===== src/lane_ctrl_defines.svh =====
// What this block does
// - latch each received trigger, change on new or on write
// - software writes may overwrite stored trigger pattern
// - clock lane sleep entry force, self-clears
// - clock lane sleep exit force, self-clears
// - clock lane halt force gives stop state
// - data lane sleep entry force, self-clears
// - data lane sleep exit force, self-clears
// - data halt: stop, transmit direction, byte-clock clear
// - turnaround force on lane 0 only
// - data forces hit all lanes; turnaround lane 0
// - per-lane stop flags in bits 15:12
// - per-lane sleep flags in bits 11:8
// - clock lane stop and sleep flags
// - lane 0 direction bit, 1 receiving
// - clock hold after last payload bit
// - clock continues after data lanes leave HS
// - clock leads data lane HS entry
// - leading HS zero before clock start
// - LP-00 prepare before clock lane HS
`ifndef LANE_CTRL_DEFINES_SVH
`define LANE_CTRL_DEFINES_SVH
`define OFS_RX_TRIG 8'h4C
`define OFS_FORCE 8'h50
`define OFS_STATE 8'h54
`define OFS_RX_SEL 8'h58
`define OFS_TIMING 8'h60
`define BIT_CLK_SLEEP_IN 6
`define BIT_CLK_SLEEP_OUT 5
`define BIT_CLK_HALT 4
`define BIT_DL_SLEEP_IN 3
`define BIT_DL_SLEEP_OUT 2
`define BIT_DL_HALT 1
`define BIT_TURN 0
`define POS_DL_HALTED 12
`define POS_DL_SLEEP 8
`define BIT_CLK_HALTED 5
`define BIT_CLK_SLEEPING 4
`define BIT_DIR 0
`define POS_TRAIL 11
`define POS_POST 8
`define POS_PRE 6
`define POS_ZERO 3
`define POS_PREP 0
`define RST_TIMING 14'h1B9B
`define RST_RX_TRIG 8'h00
`endif


===== src/lane_ctrl_pkg.sv =====
package lane_ctrl_pkg;
  typedef enum logic [7:0] {
    CL_STOP = 8'h01,
    CL_PREP = 8'h02,
    CL_ZERO = 8'h04,
    CL_PRE = 8'h08,
    CL_HS = 8'h10,
    CL_POST = 8'h20,
    CL_TRAIL = 8'h40,
    CL_SLEEP = 8'h80
  } clk_lane_state_e;
  typedef logic [3:0] cycles_t;
endpackage


===== src/dsi_lane_state_control.sv =====
`timescale 1ns/1ns
`include "lane_ctrl_defines.svh"
module dsi_lane_state_control #(
  parameter int DATA_LANES = 2
) (
  input wire logic hclk,
  input wire logic hresetn,
  input wire logic hsel,
  input wire logic [7:0] haddr,
  input wire logic [1:0] htrans,
  input wire logic hwrite,
  input wire logic [2:0] hsize,
  input wire logic [31:0] hwdata,
  input wire logic hready,
  output logic hreadyout,
  output logic hresp,
  output logic [31:0] hrdata,
  input wire logic byte_clk,
  input wire logic [7:0] rx_trigger_pattern,
  input wire logic rx_trigger_toggle,
  input wire logic peer_turnaround_done,
  input wire logic hs_request,
  input wire logic [DATA_LANES-1:0] data_lane_hs,
  output lane_ctrl_pkg::clk_lane_state_e clk_lane_state,
  output logic clk_lane_hs_drive,
  output logic clk_lane_lp00,
  output logic clk_hs_ready,
  output logic [DATA_LANES-1:0] data_lane_sleep,
  output logic data_lane_halt,
  output logic lane0_turnaround_start,
  output logic lane0_receiving
);
  import lane_ctrl_pkg::*;

  // lane flags and status fields only have room for four lanes
  if (DATA_LANES < 1 || DATA_LANES > 4)
  begin : g_bad_lanes
    $error("DATA_LANES must be 1 to 4");
  end

  // ------------------------------------------------------------
  // code to hclk cycle counts
  // ------------------------------------------------------------
  // reserved codes take the nearest documented value
  function automatic cycles_t trail_cycles(input logic [2:0] c);
    case (c)
      3'h0: trail_cycles = 4'h2;
      3'h1: trail_cycles = 4'h4;
      3'h2: trail_cycles = 4'h6;
      3'h3: trail_cycles = 4'h8;
      default: trail_cycles = 4'hC;
    endcase
  endfunction

  function automatic cycles_t post_cycles(input logic [2:0] c);
    post_cycles = (c == 3'h0) ? 4'h8 : 4'hC;
  endfunction

  function automatic cycles_t zero_cycles(input logic [2:0] c);
    case (c)
      3'h0: zero_cycles = 4'h2;
      3'h1: zero_cycles = 4'h4;
      default: zero_cycles = 4'h8;
    endcase
  endfunction

  function automatic cycles_t prep_cycles(input logic [2:0] c);
    case (c)
      3'h0: prep_cycles = 4'h1;
      3'h1: prep_cycles = 4'h2;
      3'h2: prep_cycles = 4'h4;
      3'h3: prep_cycles = 4'h8;
      default: prep_cycles = 4'hC;
    endcase
  endfunction

  // ------------------------------------------------------------
  // link-side synchronisers
  // ------------------------------------------------------------
  logic [2:0] bclk_sync_r;
  logic [3:0] tog_sync_r;
  logic [7:0] pat_meta_r;
  logic [7:0] pat_sync_r;
  logic [1:0] peer_sync_r;
  logic peer_seen_r;
  logic byte_edge;
  logic trig_new;
  logic peer_done;

  always_ff @(posedge hclk or negedge hresetn)
  begin
    if (!hresetn)
    begin
      bclk_sync_r <= 3'h0;
      tog_sync_r <= 4'h0;
      pat_meta_r <= 8'h00;
      pat_sync_r <= 8'h00;
      peer_sync_r <= 2'h0;
      peer_seen_r <= 1'b0;
    end
    else
    begin
      bclk_sync_r <= {bclk_sync_r[1:0], byte_clk};
      // extra toggle stage lets the pattern settle first
      tog_sync_r <= {tog_sync_r[2:0], rx_trigger_toggle};
      pat_meta_r <= rx_trigger_pattern;
      pat_sync_r <= pat_meta_r;
      peer_sync_r <= {peer_sync_r[0], peer_turnaround_done};
      peer_seen_r <= peer_sync_r[1];
    end
  end

  assign byte_edge = bclk_sync_r[1] & ~bclk_sync_r[2];
  assign trig_new = tog_sync_r[3] ^ tog_sync_r[2];
  assign peer_done = peer_sync_r[1] & ~peer_seen_r;

  // ------------------------------------------------------------
  // AHB-Lite slave
  // ------------------------------------------------------------
  logic wr_pend_r;
  logic rd_pend_r;
  logic [7:0] addr_r;
  logic addr_phase;
  logic wr_force;
  logic wr_trig;
  logic wr_sel;
  logic wr_timing;

  assign addr_phase = hsel & hready & htrans[1];
  assign hresp = 1'b0;
  // reads take one wait state so a just-written value is seen
  assign hreadyout = ~rd_pend_r;

  always_ff @(posedge hclk or negedge hresetn)
  begin
    if (!hresetn)
    begin
      wr_pend_r <= 1'b0;
      rd_pend_r <= 1'b0;
      addr_r <= 8'h00;
    end
    else
    begin
      if (hready)
      begin
        wr_pend_r <= addr_phase & hwrite;
        rd_pend_r <= addr_phase & ~hwrite;
        if (addr_phase)
          addr_r <= haddr;
      end
      else
      begin
        wr_pend_r <= 1'b0;
        rd_pend_r <= 1'b0;
      end
    end
  end

  assign wr_force = wr_pend_r && addr_r == `OFS_FORCE;
  assign wr_trig = wr_pend_r && addr_r == `OFS_RX_TRIG;
  assign wr_sel = wr_pend_r && addr_r == `OFS_RX_SEL;
  assign wr_timing = wr_pend_r && addr_r == `OFS_TIMING;

  // ------------------------------------------------------------
  // registers
  // ------------------------------------------------------------
  logic [7:0] rx_trig_r;
  logic [13:0] timing_r;
  logic rx_sel_r;
  logic [6:0] force_r;
  logic [DATA_LANES-1:0] dl_sleep_r;
  logic dir_r;

  always_ff @(posedge hclk or negedge hresetn)
  begin
    if (!hresetn)
      rx_trig_r <= `RST_RX_TRIG;
    else if (trig_new)
      rx_trig_r <= pat_sync_r;
    else if (wr_trig)
      rx_trig_r <= hwdata[7:0];
  end

  always_ff @(posedge hclk or negedge hresetn)
  begin
    if (!hresetn)
    begin
      timing_r <= `RST_TIMING;
      rx_sel_r <= 1'b0;
    end
    else
    begin
      if (wr_timing)
        timing_r <= hwdata[13:0];
      if (wr_sel)
        rx_sel_r <= hwdata[0];
    end
  end

  // force bits: only ones act, each reads zero after its clear
  always_ff @(posedge hclk or negedge hresetn)
  begin
    if (!hresetn)
      force_r <= 7'h00;
    else
    begin
      force_r[6:2] <= wr_force ? hwdata[6:2] : 5'h00;
      force_r[0] <= wr_force & hwdata[0];
      // the halt request waits for a byte-clock edge to clear
      if (wr_force && hwdata[`BIT_DL_HALT])
        force_r[`BIT_DL_HALT] <= 1'b1;
      else if (byte_edge)
        force_r[`BIT_DL_HALT] <= 1'b0;
    end
  end

  // ------------------------------------------------------------
  // data lane state
  // ------------------------------------------------------------
  logic halt_act;
  assign halt_act = force_r[`BIT_DL_HALT] & byte_edge;

  always_ff @(posedge hclk or negedge hresetn)
  begin
    if (!hresetn)
      dl_sleep_r <= '0;
    else if (halt_act)
      dl_sleep_r <= '0;
    else if (force_r[`BIT_DL_SLEEP_IN])
      dl_sleep_r <= '1;
    else if (force_r[`BIT_DL_SLEEP_OUT])
      dl_sleep_r <= '0;
  end

  // lane 0 direction: 1 while the panel owns the lane
  always_ff @(posedge hclk or negedge hresetn)
  begin
    if (!hresetn)
      dir_r <= 1'b0;
    else if (halt_act)
      dir_r <= 1'b0;
    else if (force_r[`BIT_TURN] && !dl_sleep_r[0])
      dir_r <= 1'b1;
    else if (rx_sel_r && !dl_sleep_r[0] && !data_lane_hs[0])
      dir_r <= 1'b1;
    else if (peer_done && !rx_sel_r)
      dir_r <= 1'b0;
  end

  assign data_lane_sleep = dl_sleep_r;
  assign lane0_receiving = dir_r;
  assign lane0_turnaround_start = force_r[`BIT_TURN] & ~dl_sleep_r[0];
  assign data_lane_halt = halt_act;

  // ------------------------------------------------------------
  // clock lane sequencer, one count per hclk cycle
  // ------------------------------------------------------------
  clk_lane_state_e cl_r;
  cycles_t cnt_r;
  logic cnt_done;
  logic data_all_lp;
  logic [1:0] pre_code;

  assign cnt_done = (cnt_r == 4'h1);
  assign data_all_lp = ~|data_lane_hs;
  assign pre_code = timing_r[`POS_PRE +: 2];

  always_ff @(posedge hclk or negedge hresetn)
  begin
    if (!hresetn)
    begin
      cl_r <= CL_STOP;
      cnt_r <= 4'h1;
    end
    else if (force_r[`BIT_CLK_HALT])
    begin
      cl_r <= CL_STOP;
      cnt_r <= 4'h1;
    end
    else
    begin
      if (!cnt_done)
        cnt_r <= cnt_r - 4'h1;
      case (cl_r)
        CL_STOP:
        begin
          if (force_r[`BIT_CLK_SLEEP_IN])
            cl_r <= CL_SLEEP;
          else if (hs_request)
          begin
            cl_r <= CL_PREP;
            cnt_r <= prep_cycles(timing_r[`POS_PREP +: 3]);
          end
        end
        CL_PREP:
          if (cnt_done)
          begin
            cl_r <= CL_ZERO;
            cnt_r <= zero_cycles(timing_r[`POS_ZERO +: 3]);
          end
        CL_ZERO:
          if (cnt_done)
          begin
            cl_r <= CL_PRE;
            cnt_r <= {2'b00, pre_code} + 4'h1;
          end
        CL_PRE:
          if (cnt_done)
            cl_r <= CL_HS;
        CL_HS:
          if (!hs_request && data_all_lp)
          begin
            cl_r <= CL_POST;
            cnt_r <= post_cycles(timing_r[`POS_POST +: 3]);
          end
        CL_POST:
          if (cnt_done)
          begin
            cl_r <= CL_TRAIL;
            cnt_r <= trail_cycles(timing_r[`POS_TRAIL +: 3]);
          end
        CL_TRAIL:
          if (cnt_done)
            cl_r <= CL_STOP;
        CL_SLEEP:
          if (force_r[`BIT_CLK_SLEEP_OUT])
            cl_r <= CL_STOP;
        default:
          cl_r <= CL_STOP;
      endcase
    end
  end

  assign clk_lane_state = cl_r;
  assign clk_lane_lp00 = (cl_r == CL_PREP);
  assign clk_lane_hs_drive = (cl_r == CL_ZERO) | (cl_r == CL_PRE) | (cl_r == CL_HS)
                           | (cl_r == CL_POST) | (cl_r == CL_TRAIL);
  assign clk_hs_ready = (cl_r == CL_HS);

  // ------------------------------------------------------------
  // status and read data
  // ------------------------------------------------------------
  logic [3:0] dl_halted;
  logic [3:0] dl_sleeping;
  logic [31:0] state_word;
  logic [31:0] rd_mux;

  always_comb
  begin
    dl_halted = 4'h0;
    dl_sleeping = 4'h0;
    for (int i = 0; i < DATA_LANES; i++)
    begin
      dl_sleeping[i] = dl_sleep_r[i];
      dl_halted[i] = ~dl_sleep_r[i] & ~data_lane_hs[i] & ~(i == 0 && dir_r);
    end
  end

  always_comb
  begin
    state_word = 32'h0000_0000;
    state_word[`POS_DL_HALTED +: 4] = dl_halted;
    state_word[`POS_DL_SLEEP +: 4] = dl_sleeping;
    state_word[`BIT_CLK_HALTED] = (cl_r == CL_STOP);
    state_word[`BIT_CLK_SLEEPING] = (cl_r == CL_SLEEP);
    state_word[`BIT_DIR] = dir_r;
  end

  always_comb
  begin
    case (addr_r)
      `OFS_RX_TRIG: rd_mux = {24'h00_0000, rx_trig_r};
      `OFS_FORCE: rd_mux = {25'h0, force_r};
      `OFS_STATE: rd_mux = state_word;
      `OFS_RX_SEL: rd_mux = {31'h0, rx_sel_r};
      `OFS_TIMING: rd_mux = {18'h0, timing_r};
      default: rd_mux = 32'h0000_0000;
    endcase
  end

  always_ff @(posedge hclk or negedge hresetn)
  begin
    if (!hresetn)
      hrdata <= 32'h0000_0000;
    else if (rd_pend_r)
      hrdata <= rd_mux;
  end

endmodule // dsi_lane_state_control


===== config.mk =====
export PLATFORM = sky130hd
export DESIGN_NAME = dsi_lane_state_control
export DESIGN_NICKNAME = d
export VERILOG_FILES = /design/src/lane_ctrl_pkg.sv /design/src/dsi_lane_state_control.sv
export VERILOG_INCLUDE_DIRS = /design/src
export SDC_FILE = /design/constraint.sdc
export NUM_CORES = 1
export LEC_CHECK = 0
export BUFFER_PORTS_ARGS = -buffer_cell sky130_fd_sc_hd__buf_4
export CAP_MARGIN = 20
export CELL_PAD_IN_SITES_DETAIL_PLACEMENT = 2
export CELL_PAD_IN_SITES_GLOBAL_PLACEMENT = 2
export CORE_ASPECT_RATIO = 1.5
export CORE_MARGIN = 4
export CORE_UTILIZATION = 36
export DETAILED_ROUTE_END_ITERATION = 10
export PLACE_DENSITY_LB_ADDON = 0.1
export SLEW_MARGIN = 20
export SYNTH_ARGS = -nofsm -noshare
export SYNTH_HDL_FRONTEND = slang
export SYNTH_SLANG_ARGS = --single-unit

===== constraint.sdc =====
create_clock -name hclk -period 3.6 [get_ports hclk]
set_input_delay 0.36 -clock hclk [delete_from_list [all_inputs] [get_ports hclk]]
set_output_delay 0.36 -clock hclk [all_outputs]
set_load 0.01 [all_outputs]

==> metrics.md <==
| Metric | Value |
|---|---|
| Outcome | completed |
| RSZ-0062 raised after global routing | false |
| Post-Place Cells | 619 |
| Slowest cell on crit path | nor4_1 |
| Min Tclk post-route | between 2000 and 3000 ps |
| Hold Crit Class | primary input to asynchronous set/reset pin |
| Io pins | 114 |
| CTS H-tree lvls | 3 |
| Peak VDD IR | 0.0002412 V |
| Post-synth EDFFs | 0 |
| Internal power | 0.002220 W |
| Overall Global Routing Usage | 19.76% |
| Sequential share of power | about two fifths |
| Worst reg-to-reg path cell count | 8 |
| Worst hold slack | 28.99 ps |
| PortBufs | 72 |
| Pleak | 2.531 nW |
| Yosys Warn Count | 0 |
| Clock Path Buffers | 2 |
| Width of the die | 99.22 um |
| Vias/cell | 5.450 |
| Die Area | 0.01437 mm2 |
| Ys flop type | dfrtp_1 |
| Post-route setup slack | 939.1 ps |
| Final Cycle Share | between 70% and 80% |
| Worst-Skew Late Latency | 340 ps |
| Drt first pass iters | 4 |
| CP Class | flip-flop to output port |
| Worst setup SP type | flip-flop |
| # DRC | 0 |
| Number of core rows | 49 |
| CTS buffer count | 9 |
| #FFs+latches synth | 94 |
| Iter 0 DRT Violations | 182 |
| Die Y | 144.8 um |
| Final hold vios | 0 |
| Avg Inst Size Synth | 11.12 um2 |
| Share of total power in the clock network | 34.9% |
| CP Depth | 5 |
| Pin count of the biggest net entering global routing | just under 50 |
| Max Cap Violations | 0 |
| CP max stage delay | around 620 ps |
| Worst-path fanout max | 11 |
| Mapped Area | 0.004493 mm2 |
| Gpl congestion | roughly 0.9 |
| Slew @ Worst Pin | roughly 710 ps |
| Clk_skew | roughly 4.2 ps |
| Final setup viols | 0 |
| Post-Route Utilization | 45.27% |
| Met1 wire length | 5232 um |
| Post-cts repair resize count | 0 |
| Critical-path cell list | nor4_1 > buf_4 > nand3_1 > inv_1 > buf_4 |
| Clk slew on worst S/H paths | roughly 70 ps |
| Clock sink total | 94 |
| Post-Route WL | 13,630 um |
| Clock root buffer | clkbuf_16 |
| Worst Path Arrival | 2300 ps |
| CP most frequent cell | buf_4 |
| Worst slew margin | 52.55% |
| Layout Nets | 545 |
| Syn Inst Count | 404 |
| Hold buffer count at CTS | 0 |
| CP delay by family, top | simple AND/OR/NAND/NOR gates |
| DR top layer | met4 |
| Register area share after synthesis | 52.66% |
| Vias | between 3,000 and 4,000 |
| Post-route setup TNS | 0 ps |
| Routed met3 length | 397 um |
| Combinational share of power | 24.5% |
| Area growth syn-to-layout | 21.69% |
| CP Capture Type | output port |
| # fillers | 1,285 |
| DP HPWL | 10,190 um |
| DRT antenna net count | 0 |
| Worst path bufs/invs | 3 |
| Post-route insts no fill | 635 |
| Initial antenna violation count | 0 |
| Vias in the first global route | approximately 3,900 |
| Core Box Area | 0.01208 mm2 |
| First-pass GRT wire length | 22,000 um |
| CTS tree | done |
| Crit path required time | 3240 ps |
| Max Fclk | 0.3758 GHz |
| Slew Viols, Final | 0 |
| Setup Buffers After CTS | 0 |
| Initial Util | a little under two fifths |
| Layout cells sized above 1 | between 20% and 30% |
| Sw Ratio | between 30% and 40% |
| Asr flop ratio synth | 100.0% |
| Length of routed met2 wiring | approximately 7700 um |
| Wirelength per Cell | roughly 21 um |
| Sw power | 0.0009881 W |
| Dpl ws | 965.6 ps |
| Total gr overflow | 0 |
| Inserted Diodes | 0 |
| Pwr dens | 586.7 mW/mm2 |
| Netlist cell types | 59 |
sequential cells by signal, indices dropped and copies added (netlist names), 2 cells and up:
register	cells
pat_meta_r	8
addr_r	8
bclk_sync_r	3
rx_trig_r	8
tog_sync_r	4
pat_sync_r	8
cnt_r	4
peer_sync_r	2
force_r	7
timing_r	14
clk_lane_state	8
hrdata	14
power groups by stage:
| stage | Sequential [W] | Clock, W | Combinational [W] |
|---|---|---|---|
| 6_report | 0.00130 | 0.00112 | 0.000786 |
| 5_1_grt | 0.00132 | 0.00120 | 0.000874 |
| 4_1_cts | 0.00130 | 0.00115 | 0.000795 |
| 3_5_place_dp | 0.00132 | 0 | 0.000787 |
| 3_3_place_gp | 0.00131 | 0 | 0.000752 |
| 2_1_floorplan | 0.00126 | 0 | 0.000569 |
layout make-up:
class / instances / area [um2] / share of cell area (%)
sequential: 94 / 2366 / 43.27
multi-input combinational: 277 / 1898 / 34.71
timing repair buffer: 80 / 600.6 / 10.98
clock buffer: 10 / 239.0 / 4.371
tap: 153 / 191.4 / 3.501
clock inverter: 6 / 116.4 / 2.128
inverter: 15 / 56.30 / 1.030
placed cells by master (no fill, tap or decap), types with 6 or more instances in the layout:
cell,n
nand2b_1,8
nor2_1,26
xor2_1,6
inv_1,14
a21oi_1,25
dfrtp_1,83
nand3_1,10
buf_4,80
mux2_2,24
mux2i_1,8
o21ai_0,20
o31ai_1,6
and3_1,8
o2bb2ai_1,10
nor3_1,8
dfstp_2,11
nand2_1,22
clkbuf_16,9
conb_1,19
cell families after synthesis:
group | after synthesis | synth area share (%)
multiplexers | 32 | 7.797
other | 1 | 0.08346
AO/OA/AOI/OAI | 95 | 14.87
flip-flops | 94 | 52.66
XOR/XNOR | 8 | 1.560
adder cells (fa/ha/maj) | 4 | 1.114
buffers and inverters | 51 | 6.906
AND/OR/NAND/NOR | 119 | 15.01
synth_stat cells, drive strengths merged, types with 2 or more instances:
library cell / instances / share of area (%)
dfrtp: 83 / 46
buf: 29 / 5.0
nor2: 26 / 2.2
a21oi: 25 / 2.8
mux2: 24 / 6.0
nand2: 23 / 2.0
o21ai: 20 / 2.2
inv: 14 / 1.2
dfstp: 11 / 6.4
nand3: 10 / 1.1
o2bb2ai: 10 / 1.9
and3: 8 / 1.1
mux2i: 8 / 1.8
nand2b: 8 / 1.1
nor3: 8 / 0.89
xor2: 7 / 1.4
clkbuf: 6 / 0.50
nor4: 6 / 1.2
o31ai: 6 / 1.0
a222oi: 5 / 1.1
a22oi: 5 / 0.84
nor2b: 5 / 0.70
or3: 5 / 0.72
a221oi: 4 / 0.78
ha: 4 / 1.1
nor3b: 4 / 0.92
o22ai: 4 / 0.56
a21o: 3 / 0.53
nor4b: 3 / 0.58
o32ai: 3 / 0.58
a32o: 2 / 0.45
nand4: 2 / 0.28
nand4b: 2 / 0.39
nor4bb: 2 / 0.45
o211ai: 2 / 0.33
or4: 2 / 0.50
per-stage QoR:
| stage | power [W] | instance area [um2] |
|---|---|---|
| finish | 0.003208 | 5468 |
| global placement | 0.002061 | 5105 |
| detailed placement | 0.002108 | 5105 |
| CTS | 0.003247 | 5460 |
| global route | 0.003395 | 5468 |
| floorplan | 0.001828 | 4561 |
final timing paths:
| kind | start | endpoint | slack (ps) |
|---|---|---|---|
| max reg2reg | cnt_r[0]$_DFF_PN1_ | cnt_r[0]$_DFF_PN1_ | 960 |
| min reg2reg | pat_meta_r[0]$_DFF_PN0_ | pat_sync_r[0]$_DFF_PN0_ | 350 |
| max in group asynchronous | hresetn | timing_r[8]$_DFFE_PN1P_ | 2740 |
| min | hresetn | clk_lane_state[6]$_DFFE_PN0P_ | 30 |
| max | clk_lane_state[5]$_DFFE_PN0P_ | clk_lane_lp00 | 940 |
| min in group hclk | rx_trigger_pattern[3] | pat_meta_r[3]$_DFF_PN0_ | 130 |
routing by layer:
layer	vias to the layer above	global-route usage, %
met5	-	0
met4	0	7.266
met3	16	2.638
met2	74	37.96
met1	1792	22.00
li1	1579	-
(Power assumes the default switching activity.)
